**src/shared/dmst_pkg.sv**
```systemverilog
// Constants and carrier types for the delay-on-make switch timer
package dmst_pkg;
  localparam int SEL_W = 10;
  localparam int CLK_HZ = 100_000_000;
  localparam int TICK_S = 1;
  localparam int TICK_CYC = CLK_HZ * TICK_S;
  localparam int TICK_W = 27;
  localparam logic [SEL_W-1:0] SEL_RST = 10'h000;
  localparam logic [SEL_W-1:0] CNT_RST = 10'h000;

  typedef enum logic [1:0] {
    DMST_IDLE = 2'b00,
    DMST_LOAD = 2'b01,
    DMST_TIME = 2'b11,
    DMST_DONE = 2'b10
  } dmst_state_t;

  typedef struct packed {
    logic load_on;
    logic timing;
    logic [SEL_W-1:0] delay_s;
    logic [SEL_W-1:0] elapsed_s;
  } dmst_status_t;
endpackage : dmst_pkg

```
**src/hdl/dmst_tick.sv**
```systemverilog
// One-second timebase tick generator
`timescale 1ns/1ps
`default_nettype none
module dmst_tick #(
  parameter int TICK_CYC = 100_000_000,
  parameter int TICK_W = 27
) (
  input wire logic sys_clk,
  input wire logic rst,
  input wire logic run,
  output logic tick
);
  logic [TICK_W-1:0] cnt_r;
  logic [TICK_W-1:0] cnt_nxt;
  wire wrap = (cnt_r == TICK_W'(TICK_CYC - 1));
  assign cnt_nxt = (!run || wrap) ? '0 : cnt_r + 1'b1;
  assign tick = run && wrap;

  always_ff @(posedge sys_clk or posedge rst) begin
    if (rst) begin
      cnt_r <= '0;
    end else begin
      cnt_r <= cnt_nxt;
    end
  end
endmodule : dmst_tick
`default_nettype wire

```
**src/hdl/dmst_timer.sv**
```systemverilog
// Delay-on-make timer with ten binary-weighted selectors
`timescale 1ns/1ps
`default_nettype none
module dmst_timer #(
  parameter int TICK_CYC = dmst_pkg::TICK_CYC
) (
  input wire logic sys_clk,
  input wire logic rst,
  input wire logic power_in,
  input wire logic [dmst_pkg::SEL_W-1:0] sel_sw,
  output logic load_on,
  output dmst_pkg::dmst_status_t status
);
  import dmst_pkg::*;

  // Pins are asynchronous to sys_clk
  // Selector word is not debounced; a switch moved at power-up may be caught mid-change
  logic pwr_s1_r;
  logic pwr_s2_r;
  logic [SEL_W-1:0] sel_s1_r;
  logic [SEL_W-1:0] sel_s2_r;
  always_ff @(posedge sys_clk or posedge rst) begin
    if (rst) begin
      pwr_s1_r <= 1'b0;
      pwr_s2_r <= 1'b0;
      sel_s1_r <= SEL_RST;
      sel_s2_r <= SEL_RST;
    end else begin
      pwr_s1_r <= power_in;
      pwr_s2_r <= pwr_s1_r;
      sel_s1_r <= sel_sw;
      sel_s2_r <= sel_s1_r;
    end
  end

  dmst_state_t state_r;
  dmst_state_t state_nxt;
  logic [SEL_W-1:0] delay_r;
  logic [SEL_W-1:0] delay_nxt;
  logic [SEL_W-1:0] elapsed_r;
  logic [SEL_W-1:0] elapsed_nxt;
  logic load_r;
  logic load_nxt;
  logic tick;
  logic [SEL_W-1:0] sel_sum;
  logic timing_r;

  // Seconds carried by one selector position
  function automatic logic [SEL_W-1:0] sel_weight(input int pos);
    logic [SEL_W-1:0] w;
    w = '0;
    w[pos] = 1'b1;
    return w;
  endfunction : sel_weight

  // Sum kept explicit so another weighting only touches sel_weight
  logic [SEL_W:0][SEL_W-1:0] sel_acc;
  assign sel_acc[0] = '0;
  for (genvar gi = 0; gi < SEL_W; gi++) begin : g_weight
    wire logic [SEL_W-1:0] part = sel_s2_r[gi] ? sel_weight(gi) : '0;
    assign sel_acc[gi + 1] = sel_acc[gi] + part;
  end
  assign sel_sum = sel_acc[SEL_W];

  wire timing = (state_r == DMST_TIME);
  // An all-OFF word wraps the compare and times 1024 ticks
  wire expired = timing && tick && (elapsed_r + 1'b1 == delay_r);

  dmst_tick #(
    .TICK_CYC(TICK_CYC),
    .TICK_W(TICK_W)
  ) u_tick (
    .sys_clk(sys_clk),
    .rst(rst),
    .run(timing),
    .tick(tick)
  );

  // Power loss wins over every state; no other clear path exists
  always_comb begin
    state_nxt = state_r;
    delay_nxt = delay_r;
    elapsed_nxt = elapsed_r;
    load_nxt = load_r;
    if (!pwr_s2_r) begin
      state_nxt = DMST_IDLE;
      elapsed_nxt = CNT_RST;
      load_nxt = 1'b0;
    end else begin
      case (state_r)
        DMST_IDLE: begin
          state_nxt = DMST_LOAD;
        end
        DMST_LOAD: begin
          delay_nxt = sel_sum;
          elapsed_nxt = CNT_RST;
          state_nxt = DMST_TIME;
        end
        DMST_TIME: begin
          if (expired) begin
            load_nxt = 1'b1;
            state_nxt = DMST_DONE;
          end else if (tick) begin
            elapsed_nxt = elapsed_r + 1'b1;
          end
        end
        DMST_DONE: begin
          load_nxt = 1'b1;
        end
        default: begin
          state_nxt = DMST_IDLE;
        end
      endcase
    end
  end

  always_ff @(posedge sys_clk or posedge rst) begin
    if (rst) begin
      state_r <= DMST_IDLE;
      delay_r <= SEL_RST;
      elapsed_r <= CNT_RST;
      load_r <= 1'b0;
    end else begin
      state_r <= state_nxt;
      delay_r <= delay_nxt;
      elapsed_r <= elapsed_nxt;
      load_r <= load_nxt;
    end
  end

  // Status flag comes straight from a flop, in step with the state register
  always_ff @(posedge sys_clk or posedge rst) begin
    if (rst) begin
      timing_r <= 1'b0;
    end else begin
      timing_r <= (state_nxt == DMST_TIME);
    end
  end

  assign load_on = load_r;
  assign status = '{load_on: load_r, timing: timing_r, delay_s: delay_r, elapsed_s: elapsed_r};

  // Helper: cycles since the timing state was entered
  logic [39:0] run_cyc_r;
  always_ff @(posedge sys_clk or posedge rst) begin
    if (rst) begin
      run_cyc_r <= '0;
    end else if (state_r == DMST_LOAD) begin
      run_cyc_r <= '0;
    end else if (timing) begin
      run_cyc_r <= run_cyc_r + 1'b1;
    end
  end

  // Helper: ticks seen since the timing state was entered
  logic [SEL_W:0] tick_cnt_r;
  always_ff @(posedge sys_clk or posedge rst) begin
    if (rst) begin
      tick_cnt_r <= '0;
    end else if (state_r == DMST_LOAD) begin
      tick_cnt_r <= '0;
    end else if (timing && tick) begin
      tick_cnt_r <= tick_cnt_r + 1'b1;
    end
  end
endmodule : dmst_timer
`default_nettype wire

```
**config.mk**
```make
export PLATFORM = sky130hd
export DESIGN_NAME = dmst_timer
export DESIGN_NICKNAME = d
export VERILOG_FILES = /design/src/shared/dmst_pkg.sv /design/src/hdl/dmst_tick.sv /design/src/hdl/dmst_timer.sv
export SDC_FILE = /design/constraint.sdc
export NUM_CORES = 1
export LEC_CHECK = 0
export ABC_AREA = 1
export BUFFER_PORTS_ARGS = -buffer_cell sky130_fd_sc_hd__clkbuf_2
export CAP_MARGIN = 5
export CORE_AREA = 3 3 97 99
export CTS_CLUSTER_SIZE = 14
export DETAILED_ROUTE_END_ITERATION = 7
export DIE_AREA = 0 0 100 102
export PLACE_DENSITY = 0.6
export SYNTH_ARGS = -nofsm -noshare
export SYNTH_HDL_FRONTEND = slang
export SYNTH_SLANG_ARGS = --single-unit
```
**constraint.sdc**
```tcl
create_clock -name sys_clk -period 3 [get_ports sys_clk]
set_input_delay 0.3 -clock sys_clk [delete_from_list [all_inputs] [get_ports sys_clk]]
set_output_delay 0.3 -clock sys_clk [all_outputs]
set_load 0.01 [all_outputs]
```
After elaboration in Yosys (flattened, before gate mapping)

Cells that the tools add are included.

Input port bits: 13
Register bits: 73
Logic and storage cells: 62

Equality and inequality tests: 11
Add/subtract/negate cells: 11
Multiplexer cells: 21
Reduce and logical (&&, ||, !) cells: 9

Operators with widths:

| cell                  | count |
|---|---|
| $mux 10               | 4 |
| $add 27x1->27 const B | 1 |
| $eq 27x27->1 const B  | 1 |
| $mux 27               | 1 |
| $pmux 10 s2           | 1 |
| $add 10x1->10 const B | 1 |
| $add 10x10->10        | 1 |
| $add 9x9->10          | 1 |
| $eq 10x10->1          | 1 |
| $add 8x8->9           | 1 |
| $mux 9                | 1 |
| $add 7x7->8           | 1 |
| $mux 8                | 1 |
| $add 6x6->7           | 1 |
| $mux 7                | 1 |
| $add 5x5->6           | 1 |
| $eq 2x2->1 const B    | 3 |
| $mux 2                | 3 |
| $mux 6                | 1 |
| $ne 3x1->1 const B    | 2 |
| $ne 3x3->1 const B    | 2 |
| $pmux 2 s3            | 1 |
| $add 4x4->5           | 1 |
| $mux 5                | 1 |
| other kinds (14)      | 19 |

Depth between registers and ports, before layout

Depth after elaboration: 10
Mapped depth: 15

Hierarchy

Synthesis repeated with hierarchy kept, for this count alone.

Cells, all modules: 472
Area total of the unflattened synthesis: 3,662.3 µm²

Modules (own cells, without submodules):

| module     | area an instance (µm²) | cells an instance | times used | seq. area each (µm²) |
|---|---|---|---|---|
| dmst_timer | 2,059.5                | 240               | 1          | 1,151.1 |
| dmst_tick  | 1,602.8                | 232               | 1          | 675.6 |

Worst setup path before layout

No wires, ideal clock.

Path type: flip-flop to flip-flop
Start: register elapsed_r[0]
End: register elapsed_r[0]
Required time: 2.883 ns
Slack: 1.176 ns
Arrival time: 1.707 ns
Stages on the path, launching flop included: 16
Cell sequence: dfrtp_1 > ha_1 > nand2_1 > inv_1 > nand2_1 > nand2_1 > nand2_1 > nand2_1 > nor2_1 > nand3_1 > nor2_1 > nand2_1 > nand3_2 > nand2_2 > nand2_1 > nand2_1

Cells in the longest elaborated chain, start to end: 5

RTL lines:

| item                                                         | line                                | RTL |
|---|---|---|
| start: declaration                                           | dmst_timer.sv:40                    | `logic [SEL_W-1:0] elapsed_r;` |
| start signal: assignment                                     | dmst_timer.sv:126                   | `elapsed_r <= elapsed_nxt;` |
| $add 10x1->10 (*)                                            | dmst_timer.sv:67, dmst_timer.sv:104 |  |
| $eq 10x10->1 or $mux 10 (tied branches)                      | dmst_timer.sv:67, dmst_timer.sv:103 |  |
| $logic_and 1x1->1 or $mux 10 (tied branches)                 | dmst_timer.sv:67, dmst_timer.sv:100 |  |
| $ne 3x3->1 (no source line) or $pmux 10 s2 (tied branches)   | -                                   |  |
| $reduce_and 3->1 (no source line) or $mux 10 (tied branches) | -                                   |  |

Every way passes the cells marked *; elsewhere a longest branch is shown, timed or not. The select of a mux whose other input is x is not followed.
A chain may end at the register's enable or synchronous reset.

Worst setup path in the final report

Start: register elapsed_r[0]
End: register elapsed_r[1]

Same word-level chain as after synthesis.

==> flow_summary.json <==
{
  "hold_path_class": "in2reg",
  "busiest_layer": "met2",
  "max_freq_mhz": 418,
  "worst_hold_slack_ns": 0.0490,
  "place_congestion": 0.805,
  "outcome": "finished, final reports clean",
  "start_kind": "flop",
  "met3_usage": 0.0355,
  "synth_top_area_frac": 0.528,
  "fillers": 866,
  "die_w_um": 100,
  "avgSynthCellArea_sq_um": 8.30,
  "drtIter0Drc": 120,
  "drv_cap": 0,
  "p_per_area_nw_per_um2": 504,
  "yosysWarnings": 0,
  "use_met2": 0.269,
  "ctsRootBufferMaster": "clkbuf_8",
  "crit_arrival_ns": 2.63,
  "placementRows": 34,
  "clk_latency_ns": 0.35,
  "synth_area_sq_um": 3460,
  "fin_total_pwr_mw": 1.98,
  "num_antenna_cells": 0,
  "critical_path_class": "reg2reg",
  "gr-usage-met1": 0.206,
  "grt_max_degree": 39,
  "max_slew_margin": 0.338,
  "setup-violations-final": 0,
  "yosys_most_used_dff": "dfrtp_1",
  "clockBufferDepth": 2,
  "dr.pass1.iters": 4,
  "grt_overflow": 0,
  "wl_per_cell_um": 12.8,
  "core_area_sq_um": 8640,
  "grt_pass1_wl_um": 13000,
  "ioPinCount": 36,
  "gr-usage-all-layers": 0.160,
  "ant_nets": 0,
  "dp_hpwl_um": 5320,
  "cts_resized": 0,
  "seq_area_frac_synth": 0.528,
  "synth_top_cell_by_area": "dfrtp_1",
  "synth_edf_count": 0,
  "yosysMostFrequentCell": "nand2_1",
  "final_hold_viol_count": 0,
  "skew_ns": 0.00809,
  "cts_sinks": 73,
  "yosysUniqueCellTypes": 29,
  "async_flop_share": 1.00,
  "wl_um": 7310,
  "crit_fanout": 11,
  "synth_area_leaders": "dfrtp_1 53%, nand2_1 11%, nor2_1 6.7%",
  "syn_nets": 432,
  "drive_above_1_share": 0.171,
  "ctsHoldBuffers": 0,
  "ir_worst_vdd_uv": 254,
  "fp.dieH_um": 102,
  "finalCritPeriodShare": 0.797,
  "postLayoutCoreUtil": 0.456,
  "tightest_slew_ns": 0.993,
  "htreeDepth": 3,
  "synth_seq_cells": 73,
  "numPortBuffers": 35,
  "cts_buffers": 9,
  "start_util": 0.401,
  "leakagePower_nw": 1.81,
  "worstSetupEndpointType": "flop",
  "post_cts_buffers": 0,
  "cp.required_ns": 3.24,
  "tns_ns": 0,
  "synth_commonest_cells": "102 x nand2_1, 73 x dfrtp_1, 62 x nor2_1, 46 x inv_1, 33 x nand3_1",
  "path_clk_slew_ns": 0.09,
  "route.detailed.drc": 0,
  "viasPerCell": 4.90,
  "cts_tree": "yes",
  "first_global_vias": 2804,
  "fin_crit_ns": 2.39,
  "antenna_found_initial": 0,
  "vias": 2791,
  "nNetsFinal": 472,
  "rsz0062_at_grt": "false",
  "area_growth_pct": 13.7,
  "synthCells": 417,
  "die_area_sq_um": 10200,
  "slew_viol_final": 0
}
==> critical path, stage by stage (launching register included) <==
cell     delay, ns
dfrtp_1       0.49
ha_1          0.28
nand2_1       0.17
inv_1         0.06
nand2_1       0.12
nand2_1       0.09
nand2_1       0.06
nand2_1       0.05
nor2_1        0.09
nand3_1       0.09
nor2_1        0.09
nand2_1       0.09
nand3_2       0.20
nand2_2       0.21
nand2_1       0.14
nand2_1       0.05
==> worst paths after layout <==
| kind | to | from | slack (ns) | depth (start not counted) |
|---|---|---|---|---|
| worst max-delay path | elapsed_r[1] | elapsed_r[0] | 0.61 | 15 |
| worst min-delay path | sel_s1_r[4] | sel_sw[4] | 0.05 | 1 |
| worst max register to register | elapsed_r[1] | elapsed_r[0] | 0.61 | 15 |
| worst min register to register | sel_s2_r[0] | sel_s1_r[0] | 0.35 | 0 |
| max in group asynchronous | delay_r[0] | rst | 2.28 | 3 |
| min in group asynchronous | sel_s2_r[2] | rst | 0.07 | 2 |
==> where the power goes <==
group	total, mW	switching, mW	internal (mW)
Clock	0.726	0.409	0.317
Sequential	1.08	0.0418	1.03
Combinational	0.181	0.108	0.0730
==> routing by layer <==
layer / vias up / wire length, um
li1: 1418 / -
met1: 1304 / 3380
met2: 59 / 3490
met3: 10 / 322
met4: 0 / 110
met5: - / 0
==> sequential cells by signal, summed over array words and instances, names as in the netlist <==
name          flops
state_r           2
load_on           1
sel_s1_r         10
pwr_s2_r          1
timing_r          1
elapsed_r        10
pwr_s1_r          1
u_tick.cnt_r     27
delay_r          10
sel_s2_r         10
==> cell type report <==
type                            instances  area, sq um  share of cell area
Clock buffer                            9          124              0.0315
Clock inverter                          7         63.8              0.0162
Inverter                               46          173              0.0439
Multi-Input combinational cell        291         1420               0.360
Tap cell                              108          135              0.0343
Timing Repair Buffer                   36          195              0.0496
Sequential cell                        73         1830               0.464
==> logic make-up after synthesis <==
| group | Yosys count | share of synthesized area |
|---|---|---|
| AO/OA/AOI/OAI | 34 | 0.0517 |
| adder cells (fa/ha/maj) | 2 | 0.00723 |
| XOR/XNOR | 6 | 0.0152 |
| flip-flops | 73 | 0.528 |
| multiplexers | 5 | 0.0163 |
| buffers and inverters | 53 | 0.0629 |
| AND/OR/NAND/NOR | 244 | 0.319 |
==> stage by stage <==
stage               cell area, sq um  cells  setup WS (ns)
global route                    3940    570          0.259
finish                          3940    570          0.610
detailed placement              3740    554          0.319
global placement                3740    554          0.422
CTS                             3930    570          0.311
floorplan                       3460    417          0.847
==> placed cells by master (no fill, tap or decap), types with 8 or more instances in the layout <==
cell type and instances:
nor3_1 11, clkbuf_8 9, inv_1 45, nand2_1 102, clkbuf_2 35, o21ai_0 8, a21oi_1 23, nor2_2 8
dfrtp_1 73, nor2_1 61, nand3_1 33
No activity file was read; power rests on OpenSTA's default activity.
